## config.mk

```make
export PLATFORM = sky130hd
export DESIGN_NAME = lvr_sequencer
export DESIGN_NICKNAME = d
export VERILOG_FILES = /design/src/hw/lvr_pkg.sv /design/src/hw/lvr_sequencer.sv
export SDC_FILE = /design/constraint.sdc
export NUM_CORES = 1
export LEC_CHECK = 0
export ABC_AREA = 1
export BUFFER_PORTS_ARGS = -buffer_cell sky130_fd_sc_hd__buf_2
export CAP_MARGIN = 20
export CORE_UTILIZATION = 50
export CTS_CLUSTER_DIAMETER = 120
export CTS_CLUSTER_SIZE = 16
export DETAILED_ROUTE_END_ITERATION = 6
export PLACE_DENSITY = 0.82
export SYNTH_ARGS = -nofsm -noshare
export SYNTH_HDL_FRONTEND = slang
export SYNTH_SLANG_ARGS = --single-unit
export TNS_END_PERCENT = 5
```

## constraint.sdc

```tcl
create_clock -name ref_clk_in -period 4.7 [get_ports ref_clk_in]
set_clock_uncertainty 0.05 [all_clocks]
set_input_delay 0.235 -clock ref_clk_in [delete_from_list [all_inputs] [get_ports ref_clk_in]]
set_output_delay 0.235 -clock ref_clk_in [all_outputs]
set_load 0.02 [all_outputs]
```

## src/hw/lvr_pkg.sv

```systemverilog
package lvr_pkg;

  // bus geometry
  localparam int unsigned ADDR_W = 8;
  localparam int unsigned DATA_W = 32;

  // register byte offsets
  localparam logic [7:0] OFS_CTRL       = 8'h00; // detector control register
  localparam logic [7:0] OFS_INT_STATUS = 8'h04; // sticky detect flags, read only
  localparam logic [7:0] OFS_INT_CLEAR  = 8'h08; // write one to clear, write only
  localparam logic [7:0] OFS_INT_ENABLE = 8'h0C; // fall/rise interrupt enables
  localparam logic [7:0] OFS_STATE      = 8'h10; // live sequencer state, read only

  // detector_control_register fields
  localparam int unsigned CTRL_DET_EN   = 0; // detector_enable
  localparam int unsigned CTRL_RST_EN   = 1; // undervoltage_reset_enable
  localparam int unsigned CTRL_THR_SEL  = 2; // threshold_select

  // status / clear / enable layout
  localparam int unsigned INT_FALL      = 0; // fall_detect_flag / fall_interrupt_enable
  localparam int unsigned INT_RISE      = 1; // rise_detect_flag / rise_interrupt_enable

  // state register fields
  localparam int unsigned ST_RST_ACTIVE = 0;
  localparam int unsigned ST_BELOW      = 1;
  localparam int unsigned ST_COUNTING   = 2;

  // release delay after supply recovery, in system clock cycles
  localparam int unsigned RELEASE_CYCLES = 131072;
  localparam int unsigned MIN_CNT_W      = 18;

  // sequencer states, gray along standby -> hold -> count
  typedef enum logic [1:0] {
    LVR_STANDBY = 2'b00,
    LVR_HOLD    = 2'b01,
    LVR_COUNT   = 2'b11
  } lvr_state_t;

  typedef struct packed {
    logic det_en;
    logic rst_en;
    logic thr_sel;
  } lvr_ctrl_t;

  typedef struct packed {
    logic rise;
    logic fall;
  } lvr_evt_t;

endpackage : lvr_pkg

```

## src/hw/lvr_sequencer.sv

```systemverilog
// Overview of operation
// - standby, inactive after power-on reset until enabled
// - below threshold: drive reset low, clear prescaler
// - reset state held until released or power-on
// - on recovery count 131072 cycles then release
// - undervoltage reset leaves control bits untouched
//
// Implementation choices: the address map and strobed register access.
`timescale 1ns/1ps
`default_nettype none

// digital half of the undervoltage reset: sync chain, sticky flags, release prescaler
module lvr_sequencer
  import lvr_pkg::*;
#(
  parameter int unsigned CNT_W       = MIN_CNT_W,
  parameter int unsigned RELEASE_CNT = RELEASE_CYCLES
) (
  input  wire logic              ref_clk_in,
  input  wire logic              reset_n_in,
  input  wire logic              below_threshold_in,
  input  wire logic [ADDR_W-1:0] addr_in,
  input  wire logic [DATA_W-1:0] wr_data_in,
  input  wire logic              wr_en_in,
  input  wire logic              rd_en_in,
  output logic [DATA_W-1:0]      rd_data_out,
  output logic                   undervoltage_reset_n_out,
  output logic                   detector_enable_out,
  output logic                   threshold_select_out,
  output logic                   irq_out
);

  // refuse a prescaler too narrow for the release count, checked at elaboration
  if (CNT_W < MIN_CNT_W || RELEASE_CNT < 1 || RELEASE_CNT > (64'h1 << CNT_W)) begin : g_bad_params
    $error("lvr_sequencer: CNT_W too small for RELEASE_CNT");
  end

  // last prescaler value; the release edge comes RELEASE_CNT edges after entering count
  localparam logic [CNT_W-1:0] CNT_LAST = CNT_W'(RELEASE_CNT - 1);

  // all block state in one packed word so reset and update stay in one place;
  // ctrl survives the undervoltage reset on purpose, only power-on or a bus write clears it
  typedef struct packed {
    logic              sync1;
    logic              sync2;
    logic              below_d;
    lvr_ctrl_t         ctrl;
    lvr_evt_t          flags;
    lvr_evt_t          ien;
    lvr_state_t        fsm;
    logic [CNT_W-1:0]  cnt;
    logic              rst_n;
    logic [DATA_W-1:0] rdata;
  } lvr_regs_t;

  // registered state and its next value
  lvr_regs_t r;
  lvr_regs_t next_r;

  // combinational helpers, derived only from r and the bus strobes
  logic     wr_ctrl;
  logic     wr_clear;
  logic     wr_ien;
  logic     fall_evt;
  logic     rise_evt;
  lvr_evt_t clr; // per-flag clear strobes from a write of ones

  // register decode; the full 8-bit compare keeps the map free of aliases
  assign wr_ctrl  = wr_en_in && (addr_in == OFS_CTRL);
  assign wr_clear = wr_en_in && (addr_in == OFS_INT_CLEAR);
  assign wr_ien   = wr_en_in && (addr_in == OFS_INT_ENABLE);

  // edge events on the synchronised level, only while the comparator is powered;
  // fall means the supply went below the threshold, rise means it came back
  assign fall_evt = r.ctrl.det_en && r.sync2 && !r.below_d;
  assign rise_evt = r.ctrl.det_en && !r.sync2 && r.below_d;

  // clear strobes, one per flag
  assign clr.fall = wr_clear && wr_data_in[INT_FALL];
  assign clr.rise = wr_clear && wr_data_in[INT_RISE];

  // next-state logic for the whole block
  always_comb begin
    // hold every field unless a branch below says otherwise
    next_r = r;
    // first flop feeds only the second, comparator is asynchronous;
    // the chain costs two edges of latency on every comparator change
    next_r.sync1   = below_threshold_in;
    next_r.sync2   = r.sync1;
    // previous synced level, the reference for the edge events
    next_r.below_d = r.sync2;

    // control bits only see bus writes, never the undervoltage reset
    if (wr_ctrl) begin
      next_r.ctrl.det_en  = wr_data_in[CTRL_DET_EN];
      next_r.ctrl.rst_en  = wr_data_in[CTRL_RST_EN];
      next_r.ctrl.thr_sel = wr_data_in[CTRL_THR_SEL];
    end
    // interrupt enables share the bit layout of the status flags
    if (wr_ien) begin
      next_r.ien.fall = wr_data_in[INT_FALL];
      next_r.ien.rise = wr_data_in[INT_RISE];
    end

    // sticky flags: a new event wins over a clear in the same cycle,
    // so a clear that races an edge never loses that edge
    next_r.flags.fall = fall_evt || (r.flags.fall && !clr.fall);
    next_r.flags.rise = rise_evt || (r.flags.rise && !clr.rise);

    // release sequencer:
    // standby -> hold on a dip with both enables set,
    // hold -> count once the supply is back above the threshold,
    // count -> standby after RELEASE_CNT edges, back to hold on a new dip
    case (r.fsm)
      LVR_STANDBY: begin
        // prescaler parked at zero while idle
        next_r.cnt   = '0;
        next_r.rst_n = 1'b1;
        // a powered detector alone only raises flags, it takes both enables to reset
        if (r.ctrl.det_en && r.ctrl.rst_en && r.sync2) begin
          next_r.fsm   = LVR_HOLD;
          next_r.rst_n = 1'b0;
        end
      end
      LVR_HOLD: begin
        // held regardless of enables; only recovery or power-on ends it.
        // limitation: clearing the enables mid-hold does not cut the release short
        // prescaler kept at zero so every count starts clean
        next_r.cnt   = '0;
        next_r.rst_n = 1'b0;
        if (!r.sync2) begin
          next_r.fsm = LVR_COUNT;
        end
      end
      LVR_COUNT: begin
        // reset stays low for the whole window
        next_r.rst_n = 1'b0;
        // a dip mid-count restarts from zero rather than resuming
        if (r.sync2) begin
          next_r.fsm = LVR_HOLD;
          next_r.cnt = '0;
        end else if (r.cnt == CNT_LAST) begin
          // last edge of the window lets the reset go
          next_r.fsm   = LVR_STANDBY;
          next_r.rst_n = 1'b1;
          next_r.cnt   = '0;
        end else begin
          // prescaler advances one per system clock
          next_r.cnt = r.cnt + 1'b1;
        end
      end
      default: begin
        // illegal encodings fall back to standby with the reset released
        next_r.fsm   = LVR_STANDBY;
        next_r.cnt   = '0;
        next_r.rst_n = 1'b1;
      end
    endcase

    // read data stands for the one cycle after the strobe;
    // nothing else loads rdata, so it is back at zero the cycle after
    next_r.rdata = '0;
    if (rd_en_in) begin
      case (addr_in)
        // control bits as last written
        OFS_CTRL: begin
          next_r.rdata[CTRL_DET_EN]  = r.ctrl.det_en;
          next_r.rdata[CTRL_RST_EN]  = r.ctrl.rst_en;
          next_r.rdata[CTRL_THR_SEL] = r.ctrl.thr_sel;
        end
        // sticky flags as the interrupt logic sees them
        OFS_INT_STATUS: begin
          next_r.rdata[INT_FALL] = r.flags.fall;
          next_r.rdata[INT_RISE] = r.flags.rise;
        end
        // interrupt masks
        OFS_INT_ENABLE: begin
          next_r.rdata[INT_FALL] = r.ien.fall;
          next_r.rdata[INT_RISE] = r.ien.rise;
        end
        // live sequencer view for software that polls instead of taking the interrupt
        OFS_STATE: begin
          next_r.rdata[ST_RST_ACTIVE] = !r.rst_n;
          next_r.rdata[ST_BELOW]      = r.sync2;
          next_r.rdata[ST_COUNTING]   = (r.fsm == LVR_COUNT);
        end
        default: begin
          next_r.rdata = '0; // clear register and holes read zero
        end
      endcase
    end
  end

  // single state register; power-on reset puts everything in standby.
  // it is the only reset that clears the control bits, and the internal
  // reset comes out of it released
  always_ff @(posedge ref_clk_in or negedge reset_n_in) begin
    if (!reset_n_in) begin
      r       <= '0;
      r.fsm   <= LVR_STANDBY;
      r.rst_n <= 1'b1;
    end else begin
      r <= next_r;
    end
  end

  // outputs straight from flops except the level interrupt;
  // rd_data_out stands one cycle only, the master must take it then
  assign rd_data_out              = r.rdata;
  assign undervoltage_reset_n_out = r.rst_n;
  assign detector_enable_out      = r.ctrl.det_en;
  assign threshold_select_out     = r.ctrl.thr_sel;
  // a level, not a pulse: it drops as soon as the flag is cleared or masked
  assign irq_out = (r.flags.fall && r.ien.fall) || (r.flags.rise && r.ien.rise);

endmodule // lvr_sequencer

`default_nettype wire

```

==> summary.txt, run 1 <==
status = completed
commonest non-fill, non-tap cells in the layout = nand2_1, dfrtp_1, inv_1, nor2_1, conb_1
Static Leak = 1.04 nW
Tcrit/Tclk final = 36.2%
Worst-Skew Late Latency = 0.30 ns
Layout Utilization = 57.3%
type of the tightest min-delay check = in -> reg
final instance area = 2160 um2
post-synthesis sequential area ratio = 41.9%
1st-iter DRT viols = 68
crit path time final = 1.70 ns
post-route ant nets = 0
Area growth syn-to-layout = 6.15%
PortBufs = 22
fin. max-slew vios = 0
First-pass DRT Iterations = 4
Worst-Margin Slew = 0.732 ns
average size of a mapped cell = 7.95 um2
H-tree levels = 2
Post-Synthesis Cells = 256
setup_tns = 0 ns
row cnt = 22
kind of launch point of the worst setup path = register
Hold Slack = 0.133 ns
Residual DRC = 0
FILL cells = 382
first-pass GRT wire length = 6090 um
most common cell after layout, fill and taps aside = nand2_1
Crit path largest cell delay = 0.38 ns
ANT cells = 0
Worst EP required = 4.82 ns
Post-CTS Setup Inserts = 0
CTS Buf Count = 5
Cell Pwr Density = 267 nW/um2
DR vias = 1547
CTS tree = yes
Root Buffer = clkbuf_8
Max VDD drop = 0.187 mV
final-report setup violation count = 0
Total GRT Usage = 19.0%
nets@finish = 328
share of layout cells above drive strength 1 = 18.0%
core area = 3770 um2
Arrival @ worst endpoint = 1.82 ns
FF/Latch Area = 852 um2
total gr overflow = 0
CP Cell Sequence = ha_1 -> nand2_1 -> nor2_1 -> nand2_2 -> nor2_4 -> nand3_4 -> nand2_4 -> o21ai_0
#FFs+latches synth = 34
initial antenna violation count = 0
DR vias/cell = 4.67
Post-Route WL = 3460 um
largest net degree at the start of global routing = 35
Max Cap Violations = 0
RSZ-0062 raised after global routing = no
post-place instance area = 2050 um2
CTS sink cnt = 34
critical path peak fanout = 15
Slew Limit Headroom = 51.2%
vias in the first global route = 1500
area occupied by multi-input gates = 920 um2
Clock Tree Buf Depth = 2
Hold Fails Final Rpt = 0
crit path capture type = register
synthesized area = 2040 um2
Ys Warns = 0
Die X = 65.8 um
Clk pin slew, worst setup/hold paths = 0.07 ns
Initial Util = 54.0%
Die H = 65.8 um
slowest CP cell = dfrtp_1
I/O pin cnt = 81
critical path class = reg -> reg
Worst R2R Setup Slack = 3.00 ns
Unique masters post-synth = 26
routability cong. = 0.849
Routed WL per cell = 10.5 um
DP Wirelength = 2640 um
Max Fclk = 588 MHz
die area = 4330 um2
## cells in the mapped netlist
cell,instances,share of area [%]
xor2_1,7,3.0
buf_12,1,0.98
nand2_4,1,0.55
o21ai_1,1,0.25
nor3_4,1,0.80
ha_1,1,0.61
nor2_2,14,4.3
buf_4,32,12
nor2_1,29,5.3
o21ai_0,9,2.2
nand3_4,1,0.86
nor3_1,1,0.25
conb_1,1,0.18
nor3_2,1,0.49
xnor2_1,3,1.3
inv_1,29,5.3
nor2_4,1,0.55
dfstp_2,1,1.3
nand2_1,52,9.6
a22o_1,1,0.43
a21oi_1,2,0.49
nand3_1,27,6.6
nand2_2,2,0.61
dfrtp_1,33,41
nand4_1,4,1.2
or2_2,1,0.31
## path summary, 6_finish.rpt
path / start / endpoint / cells past startpoint
min in group asynchronous: reset_n_in / r[45]$_DFF_PN0_ / 2
hold / removal: rd_en_in / rd_data_out[1]$_DFF_PN0_ / 3
setup / recovery: r[33]$_DFF_PN0_ / r[52]$_DFFE_PN0P_ / 8
hold reg to reg: next_r[61]$_DFF_PN0_ / next_r[60]$_DFF_PN0_ / 0
setup reg to reg: r[33]$_DFF_PN0_ / r[52]$_DFFE_PN0P_ / 8
max in group asynchronous: reset_n_in / next_r[60]$_DFF_PN0_ / 2
## registers in the layout, summed over array words and instances (netlist names)
name,flops
rd_data_out,3
detector_enable_out,1
threshold_select_out,1
next_r,2
undervoltage_reset_n_out,1
r,26
## metal layers
metal / part of all wire (%) / routed length (um) / up-vias / GRT usage, %
li1: - / - / 787 / -
met3: 6.4 / 223 / 5 / 5.69
met5: 0 / 0 / - / 0
met1: 43 / 1510 / 709 / 21.6
met2: 48 / 1670 / 46 / 32.8
met4: 1.8 / 61 / 0 / 8.15
## worst max-delay path, delay by kind of cell (launching register included)
family	cells	cell delay, ns
AND/OR/NAND/NOR	6	0.82
flip-flops	1	0.38
adder cells (fa/ha/maj)	1	0.21
AO/OA/AOI/OAI	1	0.12
## kinds of logic (layout without fill, tap and decap cells)
logic type / count (synthesis) / count (layout) / share of synthesized area (%)
compound gates: 13 / 13 / 3.38
xor+xnor: 10 / 10 / 4.30
other cells: 1 / 29 / 0.184
fa+ha+maj: 1 / 1 / 0.615
flops: 34 / 34 / 41.9
buf+inv: 62 / 61 / 18.1
simple gates: 135 / 135 / 31.5
## where the power goes
part / leakage [nW] / internal [W] / switching [W] / total, W
logic: 0.545 / 0.0000109 / 0.0000397 / 0.0000506
clock network: 0.0455 / 0.000119 / 0.000105 / 0.000224
registers: 0.454 / 0.000298 / 0.00000433 / 0.000302
total: 1.04 / 0.000428 / 0.000149 / 0.000577
## final cells by class
type                            instances  area share, %
Clock buffer                            8           4.17
Inverter                               29           5.04
Multi-Input combinational cell        188           42.6
Sequential cell                        34           39.4
Tap cell                               48           2.78
Timing Repair Buffer                   24           6.02
## metrics by stage
step           worst slack (ns)  cells  power [W]
2_1_floorplan              3.20    284   0.000358
3_3_place_gp               3.00    321   0.000356
3_5_place_dp               2.97    321   0.000357
4_1_cts                    2.97    331   0.000584
5_1_grt                    2.81    331   0.000601
6_report                   3.00    331   0.000577
## timing repair
action / in CTS / in global routing
hold buffers: 2 / 0
hold endpoints to repair: 34 / 0
gates resized for setup: 0 / 0
Power figures use the tool's default switching activity.
==> run 2, diff against run 1 <==
--- a/config.mk
+++ b/config.mk
@@ -8,11 +8,11 @@
 export ABC_AREA = 1
 export BUFFER_PORTS_ARGS = -buffer_cell sky130_fd_sc_hd__buf_2
 export CAP_MARGIN = 20
-export CORE_UTILIZATION = 50
+export CORE_UTILIZATION = 48
 export CTS_CLUSTER_DIAMETER = 120
 export CTS_CLUSTER_SIZE = 16
 export DETAILED_ROUTE_END_ITERATION = 6
-export PLACE_DENSITY = 0.82
+export PLACE_DENSITY = 0.79
 export SYNTH_ARGS = -nofsm -noshare
 export SYNTH_HDL_FRONTEND = slang
 export SYNTH_SLANG_ARGS = --single-unit
==> constraint.sdc (replaced) <==
create_clock -name ref_clk_in -period 1.6 [get_ports ref_clk_in]
set_clock_uncertainty 0.05 [all_clocks]
set_input_delay 0.08 -clock ref_clk_in [delete_from_list [all_inputs] [get_ports ref_clk_in]]
set_output_delay 0.08 -clock ref_clk_in [all_outputs]
set_load 0.02 [all_outputs]
==> summary.txt, run 2 (same netlist as run 1, synthesis figures left out) <==
status = completed (unchanged)
post-route ant nets = 0 (unchanged)
fin. max-slew vios = 0 (unchanged)
Sw Share = 25.2% (was 25.8%)
ANT cells = 0 (unchanged)
Critical R2R Capture = r[42]$_DFF_PN0_ (was r[52]$_DFFE_PN0P_)
Power, Total = 0.00168 W (was 0.000577 W)
Slew Limit Headroom = 50.3% (was 51.2%)
nets@finish = 332 (was 328)
CP Cell Sequence = ha_2 -> nand2_1 -> nor2_2 -> nand2_2 -> nor2_4 -> nand3_4 -> buf_4 -> nand3_1 -> nor2_1 (was ha_1 -> nand2_1 -> nor2_1 -> nand2_2 -> nor2_4 -> nand3_4 -> nand2_4 -> o21ai_0)
share of layout cells above drive strength 1 = 19.5% (was 18.0%)
WHS Path Cells = 3 (unchanged)
Cell Pwr Density = 762 nW/um2 (was 267 nW/um2)
I/O pin cnt = 81 (unchanged)
vias in the first global route = 1423 (was 1500)
core area = 4030 um2 (was 3770 um2)
FF-to-FF path depth = 9 (was 8)
total gr overflow = 0 (unchanged)
dpl ws = 0.0208 ns (was 2.97 ns)
kind of launch point of the worst setup path = register (unchanged)
Root Buffer = clkbuf_8 (unchanged)
FILL cells = 384 (was 382)
Most flops, register = r (unchanged)
Max VDD drop = 0.438 mV (was 0.187 mV)
Max Cap Violations = 0 (unchanged)
Crit Reg-Reg Startpoint = r[33]$_DFF_PN0_ (unchanged)
logic gate share of total power = 8.9% (was 8.8%)
Worst EP required = 1.73 ns (was 4.82 ns)
Seq pwr share = 52.8% (was 52.4%)
Die H = 67.1 um (was 65.8 um)
Area growth syn-to-layout = 8.54% (was 6.15%)
crit path time final = 1.51 ns (was 1.70 ns)
Clock Tree Buf Depth = 2 (unchanged)
Psw = 0.000425 W (was 0.000149 W)
DR vias/cell = 4.63 (was 4.67)
slowest CP cell = dfrtp_1 (unchanged)
Arrival @ worst endpoint = 1.64 ns (was 1.82 ns)
Worst R2R Setup Slack = 0.09 ns (was 3.00 ns)
Residual DRC = 0 (unchanged)
Max Fclk = 662 MHz (was 588 MHz)
critical path peak fanout = 4 (was 15)
commonest non-fill, non-tap cells in the layout = nand2_1, dfrtp_1, inv_1, conb_1, nor2_1 (was nand2_1, dfrtp_1, inv_1, nor2_1, conb_1)
FF/Latch Area = 852 um2 (unchanged)
internal power = 0.00126 W (was 0.000428 W)
final-report setup violation count = 0 (unchanged)
CTS Buf Count = 5 (unchanged)
most common cell after layout, fill and taps aside = nand2_1 (unchanged)
first-pass GRT wire length = 5810 um (was 6090 um)
die area = 4510 um2 (was 4330 um2)
Crit path largest cell delay = 0.35 ns (was 0.38 ns)
Die X = 67.1 um (was 65.8 um)
number of flip-flops in the largest register = 26 (unchanged)
critical path class = reg -> reg (unchanged)
DP Wirelength = 2580 um (was 2640 um)
Initial Util = 50.5% (was 54.0%)
largest net degree at the start of global routing = 35 (unchanged)
part of the power in the clock network = 38.3% (was 38.8%)
DR vias = 1559 (was 1547)
PortBufs = 22 (unchanged)
Worst-Margin Slew = 0.745 ns (was 0.732 ns)
Tcrit/Tclk final = 94.4% (was 36.2%)
Post-CTS Setup Inserts = 0 (unchanged)
type of the tightest min-delay check = in -> reg (unchanged)
routability cong. = 0.826 (was 0.849)
Routed WL per cell = 10.4 um (was 10.5 um)
Post-Route WL = 3500 um (was 3460 um)
CTS sink cnt = 34 (unchanged)
initial antenna violation count = 0 (unchanged)
First-pass DRT Iterations = 4 (unchanged)
Total GRT Usage = 17.6% (was 19.0%)
1st-iter DRT viols = 65 (was 68)
Clk pin slew, worst setup/hold paths = 0.07 ns (about the same)
row cnt = 23 (was 22)
Worst Hold Launch = wr_data_in[2] (was rd_en_in)
WHS Endpoint = threshold_select_out$_DFFE_PN0P_ (was rd_data_out[1]$_DFF_PN0_)
worst setup margin = 0.0891 ns (was 3.00 ns)
H-tree levels = 2 (unchanged)
area occupied by multi-input gates = 933 um2 (was 920 um2)
crit path capture type = register (unchanged)
CTS tree = yes (unchanged)
Worst-Skew Late Latency = 0.29 ns (was 0.30 ns)
Hold Fails Final Rpt = 0 (unchanged)
Static Leak = 1.06 nW (was 1.04 nW)
[run 2: changes by cell type in the layout (fill, tap and decap cells not counted)]
cell / previous run / this run
nor2_2: 14 / 15
buf_4: 0 / 3
nor2_1: 29 / 28
dlygate4sd3_1: 2 / 3
ha_1: 1 / 0
nand2_8: 0 / 1
nand2_4: 1 / 0
ha_2: 0 / 1
[run 2: worst max-delay path, delay by kind of cell, from the launching register on]
kind / cells / cell delay [ns]
adders and majority gates: 1 / 0.20
buffers and inverters: 1 / 0.17
and+or+nand+nor: 7 / 0.65
DFF: 1 / 0.35
[run 2: worst max path at each step]
stage | slack (ns) | endpoint | startpoint | depth (start not counted)
finish | 0.09 | r[42]$_DFF_PN0_ | r[33]$_DFF_PN0_ | 9
global route | -0.008 | r[42]$_DFF_PN0_ | r[34]$_DFF_PN0_ | 9
CTS | 0.01 | r[52]$_DFFE_PN0P_ | r[33]$_DFF_PN0_ | 8
detailed placement | 0.02 | r[52]$_DFFE_PN0P_ | r[33]$_DFF_PN0_ | 8
global placement | 0.03 | r[52]$_DFFE_PN0P_ | r[33]$_DFF_PN0_ | 8
floorplan | 0.10 | r[39]$_DFF_PN0_ | r[33]$_DFF_PN0_ | 9
[run 2: routing by layer]
metal | share of wire [%] | global-route usage (%)
met4 | 1.6 | 6.38
met5 | 0 | 0
met3 | 5.6 | 5.82
met2 | 47 | 30.0
met1 | 46 | 20.4
[run 2: layout make-up]
| class | instances | area share (%) |
|---|---|---|
| flip-flops and latches | 34 | 38.6 |
| well taps | 50 | 2.83 |
| clock buffers | 8 | 4.08 |
| repair buffers | 28 | 7.36 |
| multi-input cells | 188 | 42.2 |
| inverters | 29 | 4.93 |
[run 2: metrics by stage]
stage                TNS, ns  utilization (%)  hold WS, ns  cell area (um2)  cells
finish                     0             54.8       0.0195             2210    337
global route        -0.00847             54.8       0.0276             2210    337
CTS                        0             54.5     0.000605             2200    337
detailed placement         0             51.5        0.140             2080    326
global placement           0             51.5        0.129             2080    326
floorplan                  0                -       -0.266             2140    284
[run 2: power groups by stage]
stage                     registers [W]  logic (W)  clock network [W]
after floorplan                0.000905   0.000146                  0
after detailed placement       0.000904   0.000145                  0
after CTS                      0.000888   0.000151           0.000668
final                          0.000888   0.000150           0.000645
after global placement         0.000904   0.000143                  0
after global routing           0.000889   0.000170           0.000706
[run 2: what timing repair did]
| action | in CTS | in global routing |
|---|---|---|
| hold buffers | 3 | 0 |
| endpoints found under the setup margin | 0 | 10 |
| resized for setup | 0 | 3 |
| endpoints found under the hold margin | 36 | 0 |
